===== src/rtl/tcmcr_map.vh =====
// Register map, field positions, reset values and timing constants of the monitor
`ifndef TCMCR_MAP_VH
`define TCMCR_MAP_VH

// Register addresses
`define TCMCR_ADDR_CONFIG    8'h00
`define TCMCR_ADDR_CH1_SHUNT 8'h01
`define TCMCR_ADDR_CH1_BUS   8'h02
`define TCMCR_ADDR_CH2_SHUNT 8'h03

// Reset values
`define TCMCR_CFG_RESET    16'h7127
`define TCMCR_RESULT_RESET 16'h0000

// Configuration field positions
`define TCMCR_BIT_SWRESET 15
`define TCMCR_BIT_CHANNEL_ONE_ENABLE   14
`define TCMCR_BIT_CHANNEL_TWO_ENABLE   13
`define TCMCR_BIT_CHANNEL_THREE_ENABLE   12
`define TCMCR_AVG_HI      11
`define TCMCR_AVG_LO      9
`define TCMCR_BCT_HI      8
`define TCMCR_BCT_LO      6
`define TCMCR_SCT_HI      5
`define TCMCR_SCT_LO      3
`define TCMCR_OP_HI       2
`define TCMCR_OP_LO       0

// Operating field decode: shunt, bus and continuous flags
`define TCMCR_OP_SHUNT_BIT 0
`define TCMCR_OP_BUS_BIT   1
`define TCMCR_OP_CONT_BIT  2

// Result layout: sign and twelve data bits above three zero bits
`define TCMCR_RES_HI   15
`define TCMCR_RES_LO   3
`define TCMCR_RES_W    13
`define TCMCR_RES_PAD  3'b000

// Result weights
`define TCMCR_SHUNT_LSB_UV 40
`define TCMCR_BUS_LSB_MV   8

// Conversion times in ns and the clock period in ns
`define TCMCR_CLK_NS 10
`define TCMCR_CT0_NS 140000
`define TCMCR_CT1_NS 204000
`define TCMCR_CT2_NS 332000
`define TCMCR_CT3_NS 588000
`define TCMCR_CT4_NS 1100000
`define TCMCR_CT5_NS 2116000
`define TCMCR_CT6_NS 4156000
`define TCMCR_CT7_NS 8244000

// Conversion times in clock cycles at the 10 ns clock, sized to the timer
`define TCMCR_CT0_CYC 20'd14000
`define TCMCR_CT1_CYC 20'd20400
`define TCMCR_CT2_CYC 20'd33200
`define TCMCR_CT3_CYC 20'd58800
`define TCMCR_CT4_CYC 20'd110000
`define TCMCR_CT5_CYC 20'd211600
`define TCMCR_CT6_CYC 20'd415600
`define TCMCR_CT7_CYC 20'd824400

// Width of the conversion timer
`define TCMCR_TMR_W 20

`endif


===== src/rtl/tcmcr_avg.v =====
// Sample averager: accumulates 1 to 1024 signed samples and shifts out the mean
`timescale 1ns/1ps
`default_nettype none
`include "tcmcr_map.vh"

module tcmcr_avg (
  input  wire                      clk,
  input  wire                      rst,
  input  wire                      clear,
  input  wire                      take,
  input  wire [2:0]                avg_sel,
  input  wire [`TCMCR_RES_W-1:0]   sample,
  output reg                       done_q,
  output reg  [`TCMCR_RES_W-1:0]   result_q
);

  localparam ACC_W = `TCMCR_RES_W + 10;

  reg  [ACC_W-1:0] acc_q;
  reg  [9:0]       cnt_q;
  wire [ACC_W-1:0] sample_ext;
  wire [ACC_W-1:0] acc_sum;
  wire [ACC_W-1:0] acc_mean;

  // Number of samples less one for each averaging code
  function [9:0] last_index;
    input [2:0] sel;
    begin
      case (sel)
        3'h0: last_index = 10'h000;
        3'h1: last_index = 10'h003;
        3'h2: last_index = 10'h00f;
        3'h3: last_index = 10'h03f;
        3'h4: last_index = 10'h07f;
        3'h5: last_index = 10'h0ff;
        3'h6: last_index = 10'h1ff;
        default: last_index = 10'h3ff;
      endcase
    end
  endfunction

  // Divide shift for each averaging code
  function [3:0] mean_shift;
    input [2:0] sel;
    begin
      case (sel)
        3'h0: mean_shift = 4'h0;
        3'h1: mean_shift = 4'h2;
        3'h2: mean_shift = 4'h4;
        3'h3: mean_shift = 4'h6;
        3'h4: mean_shift = 4'h7;
        3'h5: mean_shift = 4'h8;
        3'h6: mean_shift = 4'h9;
        default: mean_shift = 4'ha;
      endcase
    end
  endfunction

  // Sign extension keeps negative readings in twos complement
  assign sample_ext = {{10{sample[`TCMCR_RES_W-1]}}, sample};
  assign acc_sum    = acc_q + sample_ext;
  assign acc_mean   = $signed(acc_sum) >>> mean_shift(avg_sel);

  // Accumulate until the selected count is reached
  always @(posedge clk) begin
    if (rst || clear) begin
      acc_q  <= {ACC_W{1'b0}};
      cnt_q  <= 10'h000;
      done_q <= 1'b0;
    end else begin
      done_q <= 1'b0;
      if (take) begin
        if (cnt_q == last_index(avg_sel)) begin
          acc_q  <= {ACC_W{1'b0}};
          cnt_q  <= 10'h000;
          done_q <= 1'b1;
        end else begin
          acc_q <= acc_sum;
          cnt_q <= cnt_q + 10'h001;
        end
      end
    end
  end

  // Mean is captured on the last sample
  always @(posedge clk) begin
    if (rst) begin
      result_q <= {`TCMCR_RES_W{1'b0}};
    end else if (take && !clear && cnt_q == last_index(avg_sel)) begin
      result_q <= acc_mean[`TCMCR_RES_W-1:0];
    end
  end

endmodule // tcmcr_avg

`default_nettype wire


===== src/rtl/tcmcr_top.v =====
// Configuration, conversion sequencing and result registers of the monitor
`timescale 1ns/1ps
`default_nettype none
`include "tcmcr_map.vh"

module tcmcr_top #(
  parameter [`TCMCR_TMR_W-1:0] CT0_CYC = `TCMCR_CT0_CYC,
  parameter [`TCMCR_TMR_W-1:0] CT1_CYC = `TCMCR_CT1_CYC,
  parameter [`TCMCR_TMR_W-1:0] CT2_CYC = `TCMCR_CT2_CYC,
  parameter [`TCMCR_TMR_W-1:0] CT3_CYC = `TCMCR_CT3_CYC,
  parameter [`TCMCR_TMR_W-1:0] CT4_CYC = `TCMCR_CT4_CYC,
  parameter [`TCMCR_TMR_W-1:0] CT5_CYC = `TCMCR_CT5_CYC,
  parameter [`TCMCR_TMR_W-1:0] CT6_CYC = `TCMCR_CT6_CYC,
  parameter [`TCMCR_TMR_W-1:0] CT7_CYC = `TCMCR_CT7_CYC
) (
  input  wire                      MCLK,
  input  wire                      RST,
  input  wire [7:0]                REG_ADDR,
  input  wire                      REG_WR,
  input  wire [15:0]               REG_WDATA,
  input  wire                      REG_RD,
  output reg  [15:0]               REG_RDATA,
  output reg                       REG_RVALID,
  input  wire [`TCMCR_RES_W-1:0]   ADC_CODE,
  output wire                      SAMPLE_TAKE,
  output wire                      MEAS_ACTIVE,
  output reg  [1:0]                MEAS_CHANNEL,
  output reg                       MEAS_BUS,
  output reg                       PASS_DONE
);

  // One-hot sequencer states
  localparam [2:0] ST_IDLE   = 3'b001;
  localparam [2:0] ST_CONV   = 3'b010;
  localparam [2:0] ST_SETTLE = 3'b100;

  reg  [2:0]              state_q;
  reg  [2:0]              state_d;
  reg  [15:0]             cfg_q;
  reg                     sw_rst_q;
  reg                     restart_q;
  reg  [2:0]              step_q;
  reg  [2:0]              step_d;
  reg  [`TCMCR_TMR_W-1:0] tmr_q;
  reg  [`TCMCR_TMR_W-1:0] tmr_d;
  reg                     pass_d;
  reg  [15:0]             ch1_shunt_q;
  reg  [15:0]             ch1_bus_q;
  reg  [15:0]             ch2_shunt_q;
  reg  [3:0]              pick;
  reg  [15:0]             rdata_d;

  wire                    rst_int;
  wire                    cfg_wr;
  wire [5:0]              step_mask;
  wire [2:0]              op_sel;
  wire                    op_cont;
  wire                    tmr_end;
  wire                    avg_done;
  wire [`TCMCR_RES_W-1:0] avg_result;
  wire [15:0]             avg_word;

  // Cycles of a conversion for a time code
  function [`TCMCR_TMR_W-1:0] ct_cycles;
    input [2:0] code;
    begin
      case (code)
        3'h0: ct_cycles = CT0_CYC;
        3'h1: ct_cycles = CT1_CYC;
        3'h2: ct_cycles = CT2_CYC;
        3'h3: ct_cycles = CT3_CYC;
        3'h4: ct_cycles = CT4_CYC;
        3'h5: ct_cycles = CT5_CYC;
        3'h6: ct_cycles = CT6_CYC;
        default: ct_cycles = CT7_CYC;
      endcase
    end
  endfunction

  // First enabled step at or after a start index; bit 3 flags a hit
  function [3:0] first_step;
    input [5:0] mask;
    input [2:0] start;
    integer i;
    reg     hit;
    begin
      hit        = 1'b0;
      first_step = 4'h0;
      for (i = 0; i < 6; i = i + 1) begin
        if (!hit && mask[i] && i >= start) begin
          hit        = 1'b1;
          first_step = {1'b1, i[2:0]};
        end
      end
    end
  endfunction

  // Timer reload for a step: odd steps are bus, even steps shunt
  function [`TCMCR_TMR_W-1:0] step_load;
    input [2:0]  step;
    input [15:0] cfg;
    begin
      if (step[0]) begin
        step_load = ct_cycles(cfg[`TCMCR_BCT_HI:`TCMCR_BCT_LO]) -
                    {{(`TCMCR_TMR_W-1){1'b0}}, 1'b1};
      end else begin
        step_load = ct_cycles(cfg[`TCMCR_SCT_HI:`TCMCR_SCT_LO]) -
                    {{(`TCMCR_TMR_W-1){1'b0}}, 1'b1};
      end
    end
  endfunction

  // Software reset joins the pin reset for one cycle
  assign rst_int = RST | sw_rst_q;
  assign cfg_wr  = REG_WR && REG_ADDR == `TCMCR_ADDR_CONFIG;

  // Operating code decode; 000 and 100 leave no step selected
  assign op_sel  = cfg_q[`TCMCR_OP_HI:`TCMCR_OP_LO];
  assign op_cont = op_sel[`TCMCR_OP_CONT_BIT];

  // Steps per channel: shunt then bus, only for enabled channels
  genvar g;
  generate
    for (g = 0; g < 3; g = g + 1) begin : g_mask
      assign step_mask[2*g]   = cfg_q[`TCMCR_BIT_CHANNEL_ONE_ENABLE-g] &
                                op_sel[`TCMCR_OP_SHUNT_BIT];
      assign step_mask[2*g+1] = cfg_q[`TCMCR_BIT_CHANNEL_ONE_ENABLE-g] &
                                op_sel[`TCMCR_OP_BUS_BIT];
    end
  endgenerate

  assign tmr_end     = state_q == ST_CONV && tmr_q == {`TCMCR_TMR_W{1'b0}};
  assign SAMPLE_TAKE = tmr_end && !restart_q;
  assign MEAS_ACTIVE = state_q != ST_IDLE;
  assign avg_word    = {avg_result, `TCMCR_RES_PAD};

  // Averager of the current step
  tcmcr_avg u_avg (
    .clk      (MCLK),
    .rst      (rst_int),
    .clear    (restart_q || state_q == ST_IDLE),
    .take     (SAMPLE_TAKE),
    .avg_sel  (cfg_q[`TCMCR_AVG_HI:`TCMCR_AVG_LO]),
    .sample   (ADC_CODE),
    .done_q   (avg_done),
    .result_q (avg_result)
  );

  // Soft reset pulse; the written word itself is dropped
  always @(posedge MCLK) begin
    if (RST) begin
      sw_rst_q <= 1'b0;
    end else begin
      sw_rst_q <= cfg_wr && REG_WDATA[`TCMCR_BIT_SWRESET] && !sw_rst_q;
    end
  end

  // Configuration word; bit 15 is never stored so it reads back 0
  always @(posedge MCLK) begin
    if (rst_int) begin
      cfg_q <= `TCMCR_CFG_RESET;
    end else if (cfg_wr && !REG_WDATA[`TCMCR_BIT_SWRESET]) begin
      cfg_q <= {1'b0, REG_WDATA[14:0]};
    end
  end

  // Restart request after reset or a settings write
  always @(posedge MCLK) begin
    if (rst_int) begin
      restart_q <= 1'b1;
    end else begin
      restart_q <= cfg_wr && !REG_WDATA[`TCMCR_BIT_SWRESET];
    end
  end

  // Sequencer next state
  always @* begin
    state_d = state_q;
    step_d  = step_q;
    tmr_d   = tmr_q;
    pass_d  = 1'b0;
    pick    = 4'h0;
    if (restart_q) begin
      pick = first_step(step_mask, 3'h0);
      if (pick[3]) begin
        state_d = ST_CONV;
        step_d  = pick[2:0];
        tmr_d   = step_load(pick[2:0], cfg_q);
      end else begin
        state_d = ST_IDLE;
      end
    end else begin
      case (state_q)
        ST_IDLE: begin
          state_d = ST_IDLE;
        end
        ST_CONV: begin
          if (tmr_end) begin
            state_d = ST_SETTLE;
          end else begin
            tmr_d = tmr_q - {{(`TCMCR_TMR_W-1){1'b0}}, 1'b1};
          end
        end
        ST_SETTLE: begin
          if (!avg_done) begin
            state_d = ST_CONV;
            tmr_d   = step_load(step_q, cfg_q);
          end else begin
            pick = first_step(step_mask, step_q + 3'h1);
            if (!pick[3]) begin
              pass_d = 1'b1;
              pick   = first_step(step_mask, 3'h0);
            end
            if (pick[3] && (!pass_d || op_cont)) begin
              state_d = ST_CONV;
              step_d  = pick[2:0];
              tmr_d   = step_load(pick[2:0], cfg_q);
            end else begin
              state_d = ST_IDLE;
            end
          end
        end
        default: begin
          state_d = ST_IDLE;
        end
      endcase
    end
  end

  // Sequencer registers
  always @(posedge MCLK) begin
    if (rst_int) begin
      state_q <= ST_IDLE;
      step_q  <= 3'h0;
      tmr_q   <= {`TCMCR_TMR_W{1'b0}};
    end else begin
      state_q <= state_d;
      step_q  <= step_d;
      tmr_q   <= tmr_d;
    end
  end

  // Step status outputs
  always @(posedge MCLK) begin
    if (rst_int) begin
      MEAS_CHANNEL <= 2'h0;
      MEAS_BUS     <= 1'b0;
      PASS_DONE    <= 1'b0;
    end else begin
      MEAS_CHANNEL <= step_d[2:1];
      MEAS_BUS     <= step_d[0];
      PASS_DONE    <= pass_d;
    end
  end

  // Result registers load only from the averager; bus writes never reach them
  always @(posedge MCLK) begin
    if (rst_int) begin
      ch1_shunt_q <= `TCMCR_RESULT_RESET;
      ch1_bus_q   <= `TCMCR_RESULT_RESET;
      ch2_shunt_q <= `TCMCR_RESULT_RESET;
    end else if (state_q == ST_SETTLE && avg_done && !restart_q) begin
      case (step_q)
        3'h0: ch1_shunt_q <= avg_word;
        3'h1: ch1_bus_q   <= avg_word;
        3'h2: ch2_shunt_q <= avg_word;
        default: ch1_shunt_q <= ch1_shunt_q;
      endcase
    end
  end

  // Read mux; reads touch nothing but the data register
  always @* begin
    case (REG_ADDR)
      `TCMCR_ADDR_CONFIG:    rdata_d = cfg_q;
      `TCMCR_ADDR_CH1_SHUNT: rdata_d = ch1_shunt_q;
      `TCMCR_ADDR_CH1_BUS:   rdata_d = ch1_bus_q;
      `TCMCR_ADDR_CH2_SHUNT: rdata_d = ch2_shunt_q;
      default:               rdata_d = 16'h0000;
    endcase
  end

  // Registered read answer one cycle after the strobe
  always @(posedge MCLK) begin
    if (rst_int) begin
      REG_RDATA  <= 16'h0000;
      REG_RVALID <= 1'b0;
    end else begin
      REG_RVALID <= REG_RD;
      if (REG_RD) begin
        REG_RDATA <= rdata_d;
      end
    end
  end

endmodule // tcmcr_top

`default_nettype wire


===== config.mk =====
export PLATFORM = sky130hd
export DESIGN_NAME = tcmcr_top
export DESIGN_NICKNAME = d
export VERILOG_FILES = /design/src/rtl/tcmcr_avg.v /design/src/rtl/tcmcr_top.v
export VERILOG_INCLUDE_DIRS = /design/src /design/src/rtl
export SDC_FILE = /design/constraint.sdc
export NUM_CORES = 1
export LEC_CHECK = 0
export BUFFER_PORTS_ARGS = -buffer_cell sky130_fd_sc_hd__buf_2
export CAP_MARGIN = 40
export CELL_PAD_IN_SITES_DETAIL_PLACEMENT = 0
export CELL_PAD_IN_SITES_GLOBAL_PLACEMENT = 2
export CORE_ASPECT_RATIO = 1.1
export CORE_MARGIN = 2
export CORE_UTILIZATION = 35
export CTS_CLUSTER_DIAMETER = 30
export DETAILED_ROUTE_END_ITERATION = 8
export PLACE_DENSITY = 0.75
export SYNTH_ARGS = -nofsm -noshare
export SYNTH_HDL_FRONTEND = slang
export SYNTH_SLANG_ARGS = --single-unit

===== constraint.sdc =====
create_clock -name MCLK -period 4.9 [get_ports MCLK]
set_input_delay 0.49 -clock MCLK [delete_from_list [all_inputs] [get_ports MCLK]]
set_output_delay 0.49 -clock MCLK [all_outputs]
set_load 0.05 [all_outputs]

==> summary.txt <==
Route
  • Antenna viol nets, final: 0
  • 1st-iter DRT viols: 816
  • Wire length per cell after detailed routing: 18.3 um
  • DRC: 0
  • Ratio of routed vias to standard cells: 5.54
  • Number of search-and-repair iterations in the first detailed-routing pass: 6
  • Routed Wire Length: 29.7 mm
  • Number of vias in the routed layout: 8,984

Global route
  • GRT overflow: 0
  • Global-route usage over all layers: 0.214
  • Largest net degree at the start of global routing: 60
  • Number of global-route vias before repair: 8,592
  • Wire length of the first global-routing pass: 47.6 mm
  • Antenna violations before repair: 0

Yosys
  • EDFF count, synth: 0
  • Proportion of register bits with asynchronous set or reset after synthesis: 0
  • Netlist area before placement: 9300 um^2
  • Largest area contributor in the netlist: sky130_fd_sc_hd__dfxtp_1
  • Area fraction of the dominant cell type after synthesis: 0.316
  • Number of unique standard cell types used by synthesis: slightly above 90
  • Synthesized area per cell: 7.57 um^2
  • Register bit count reported by yosys: ~150
  • Seq/Total Area, Yosys: 0.316
  • Net count after synthesis: around 1,300
  • Syn Inst Count: 1,229
  • Count of warnings emitted by yosys: 0
  • Dominant cells by area after synthesis: sky130_fd_sc_hd__dfxtp_1 (32%), sky130_fd_sc_hd__nand2_1 (8.3%), sky130_fd_sc_hd__a21oi_1 (7.1%)
  • Most used flip-flop cell after synthesis: sky130_fd_sc_hd__dfxtp_1

Timing
  • Final clock skew: between 0.01 and 0.015 ns
  • Fin Setup TNS: 0 ns
  • Headroom to the max-slew limit: 0.420
  • Slew at the pin closest to its max-slew limit: approximately 0.87 ns
  • Share of the cycle needed by the critical path after routing: 0.703
  • Total setup violations reported at the end of the flow: 0
  • Final setup slack of the worst path: 1.45 ns
  • Max-slew violations: 0
  • Final Hold Fails: 0
  • Setup repair after global routing missed its margin: no
  • Post-route minimum period: 3.45 ns
  • Upper clock frequency limit: roughly 290 MHz

Final layout
  • Storage cell area: 2940 um^2
  • Area growth, synth to finish: 13.0%
  • Final-layout fill cell count: roughly 2,800
  • Count of antenna diodes in the layout: 0
  • Multi-input gate area in the final layout: 5990 um^2
  • Nets@finish: between 1,000 and 1,500
  • Layout cells sized above 1: 0.132

Power and ir drop
  • Power density over the cells: 268 nW/um^2
  • P_leak: slightly below 0.004 uW
  • Sequential cell fraction of total power: 0.437
  • Design Power: 2810 uW
  • Logic gate share of total power: 0.090
  • Clock power share: 0.473
  • Fraction of power spent switching nets: 0.268
  • Worst supply voltage drop on vdd: 0.000164 V
  • Sw power: ~760 uW
  • Internal Power: 2060 uW

Clock network
  • Number of H-tree levels: 4
  • Clock latency at the later pin of the worst-skew pair: 0.44 ns
  • Total of hold buffers inserted after clock tree synthesis: 0
  • Number of CTS-inserted buffers: 17
  • Reg clk slew, reported paths: 0.07 ns
  • Setup Buffers After CTS: 0
  • Resized cells post-CTS: 0
  • TritonCTS clock tree: done
  • Number of clock sinks: 147
  • Number of buffers on the longest clock path: 2
  • Clock root buffer master: sky130_fd_sc_hd__clkbuf_16

Setup path
  • Maximum fanout count along the critical path: 8
  • Crit Path Class: reg -> reg
  • Startpoint kind of the worst setup timing path: flop
  • Data required time of the critical path: 5.28 ns
  • Element type at the critical path end: flop
  • Critical path data arrival time: 3.83 ns

Floorplanning
  • Number of top-level design ports: 64
  • Area of the placeable core: about 26,000 um^2
  • Effective utilization at floorplan: 0.356
  • Die W: 159 um
  • FP Rows: 62
  • Die outline area: 27,900 um^2
  • Die outline height: 175 um

Placement
  • Placed wire-length estimate: roughly 21 mm
  • # port buffers: 63
  • Placer's final routability congestion estimate: 0.883
  • Dpl ws: 1.26 ns

Worst hold path
  • Path type of the worst min-delay path: in -> reg

Flow run
  • Number of max-cap violations: 0

Outcome
  • Outcome: complete, no violations
## cell type report
| class | instances | share of cell area |
|---|---|---|
| flip-flops and latches | 147 | 0.280 |
| clock inverters | 13 | 0.0143 |
| multi-input cells | 984 | 0.570 |
| repair buffers | 80 | 0.0440 |
| clock buffers | 19 | 0.0412 |
| inverters | 26 | 0.00928 |
| well taps | 352 | 0.0419 |
## per-layer routing
metal | vias to the layer above | track usage | share of wire
met2 | 225 | 0.353 | 0.46
met5 | - | 0 | 0
met4 | 0 | 0.0720 | 0.018
li1 | 4496 | - | -
met3 | 47 | 0.0316 | 0.038
met1 | 4216 | 0.288 | 0.48
## cells in the final DEF, fill, tap and decap left out, types with 6 or more instances in the layout
| cell type | instances |
|---|---|
| sky130_fd_sc_hd__a211oi_1 | 8 |
| sky130_fd_sc_hd__a21o_1 | 13 |
| sky130_fd_sc_hd__a21oi_1 | 132 |
| sky130_fd_sc_hd__a222oi_1 | 11 |
| sky130_fd_sc_hd__a22oi_1 | 10 |
| sky130_fd_sc_hd__a311oi_1 | 6 |
| sky130_fd_sc_hd__a31oi_1 | 14 |
| sky130_fd_sc_hd__and2_1 | 9 |
| sky130_fd_sc_hd__and3_1 | 6 |
| sky130_fd_sc_hd__buf_2 | 63 |
| sky130_fd_sc_hd__buf_4 | 16 |
| sky130_fd_sc_hd__clkbuf_16 | 17 |
| sky130_fd_sc_hd__dfxtp_1 | 147 |
| sky130_fd_sc_hd__ha_1 | 29 |
| sky130_fd_sc_hd__inv_1 | 25 |
| sky130_fd_sc_hd__mux2_2 | 16 |
| sky130_fd_sc_hd__mux2i_1 | 18 |
| sky130_fd_sc_hd__nand2_1 | 206 |
| sky130_fd_sc_hd__nand2b_1 | 20 |
| sky130_fd_sc_hd__nand3_1 | 41 |
| sky130_fd_sc_hd__nor2_1 | 129 |
| sky130_fd_sc_hd__nor2b_1 | 13 |
| sky130_fd_sc_hd__nor3_1 | 35 |
| sky130_fd_sc_hd__o211ai_1 | 16 |
| sky130_fd_sc_hd__o21a_1 | 6 |
| sky130_fd_sc_hd__o21ai_0 | 62 |
| sky130_fd_sc_hd__o21ai_1 | 6 |
| sky130_fd_sc_hd__o21bai_1 | 6 |
| sky130_fd_sc_hd__or3_1 | 14 |
| sky130_fd_sc_hd__xnor2_1 | 18 |
| sky130_fd_sc_hd__xor2_1 | 27 |
## sequential cells by signal, indices dropped and copies added, names as in the netlist, 2 cells and up
| signal | cells |
|---|---|
| u_avg.result_q | 13 |
| u_avg.acc_q | 23 |
| state_q | 3 |
| ch1_bus_q | 13 |
| ch1_shunt_q | 13 |
| cfg_q | 15 |
| tmr_q | 20 |
| u_avg.cnt_q | 10 |
| step_q | 2 |
| REG_RDATA | 16 |
| ch2_shunt_q | 13 |
## worst max-delay path: stages, from the launching register on
cell                        delay, ns
sky130_fd_sc_hd__dfxtp_1         0.33
sky130_fd_sc_hd__ha_1            0.33
sky130_fd_sc_hd__a2111oi_0       0.40
sky130_fd_sc_hd__o21ai_1         0.24
sky130_fd_sc_hd__a2111oi_0       0.44
sky130_fd_sc_hd__nor3_1          0.13
sky130_fd_sc_hd__xor2_1          0.59
sky130_fd_sc_hd__mux2i_1         0.16
sky130_fd_sc_hd__mux2_2          0.35
sky130_fd_sc_hd__o21ai_0         0.21
sky130_fd_sc_hd__a32o_1          0.20
## path summary, 6_finish.rpt
kind / startpoint / end / slack (ns) / cells after the start
worst max register to register: u_avg.acc_q[6] / u_avg.result_q[10] / 1.45 / 10
worst min register to register: ch2_shunt_q[5] / ch2_shunt_q[5] / 0.45 / 2
worst min-delay path: REG_WDATA[5] / cfg_q[5] / 0.26 / 3
worst max-delay path: u_avg.acc_q[6] / u_avg.result_q[10] / 1.45 / 10
## logic make-up after synthesis
group / count (synthesis) / synth area share
xor gates and xnor gates: 45 / 0.0424
DFF: 147 / 0.316
and+or+nand+nor: 509 / 0.251
muxes: 40 / 0.0504
adders and majority gates: 31 / 0.0422
AOI/OAI and AO/OA: 359 / 0.257
buffers and inverters: 98 / 0.0412
## metrics by stage
| stage | instance area [um^2] | std cells | utilization | hold WS (ns) |
|---|---|---|---|---|
| final | 10500 | 1621 | 0.402 | 0.258 |
| after global routing | 10500 | 1621 | 0.402 | 0.262 |
| after CTS | 10500 | 1621 | 0.402 | 0.251 |
| after detailed placement | 9930 | 1589 | 0.380 | 0.445 |
| after global placement | 9900 | 1587 | 0.379 | 0.440 |
| after floorplan | 9300 | 1229 | - | 0.433 |
## Yosys cell counts (all sizes together), types with 11 or more instances
cell	count
nand2	207
a21o	13
dfxtp	147
ha	29
nor3	37
o21ai	69
nor2b	13
mux2	19
nand2b	20
a222oi	11
nand3	41
a31oi	14
clkbuf	62
o211ai	19
or3	14
a22oi	11
inv	25
mux2i	18
xor2	27
a21oi	132
xnor2	18
nor2	131
## power by group through the flow
stage	Sequential [uW]	Clock [uW]	Combinational [uW]
finish	1230	1330	252
global route	1230	1410	280
CTS	1230	1370	252
detailed placement	1260	0	251
global placement	1260	0	249
floorplan	1250	0	176
No activity file was read; power rests on OpenSTA's default activity.
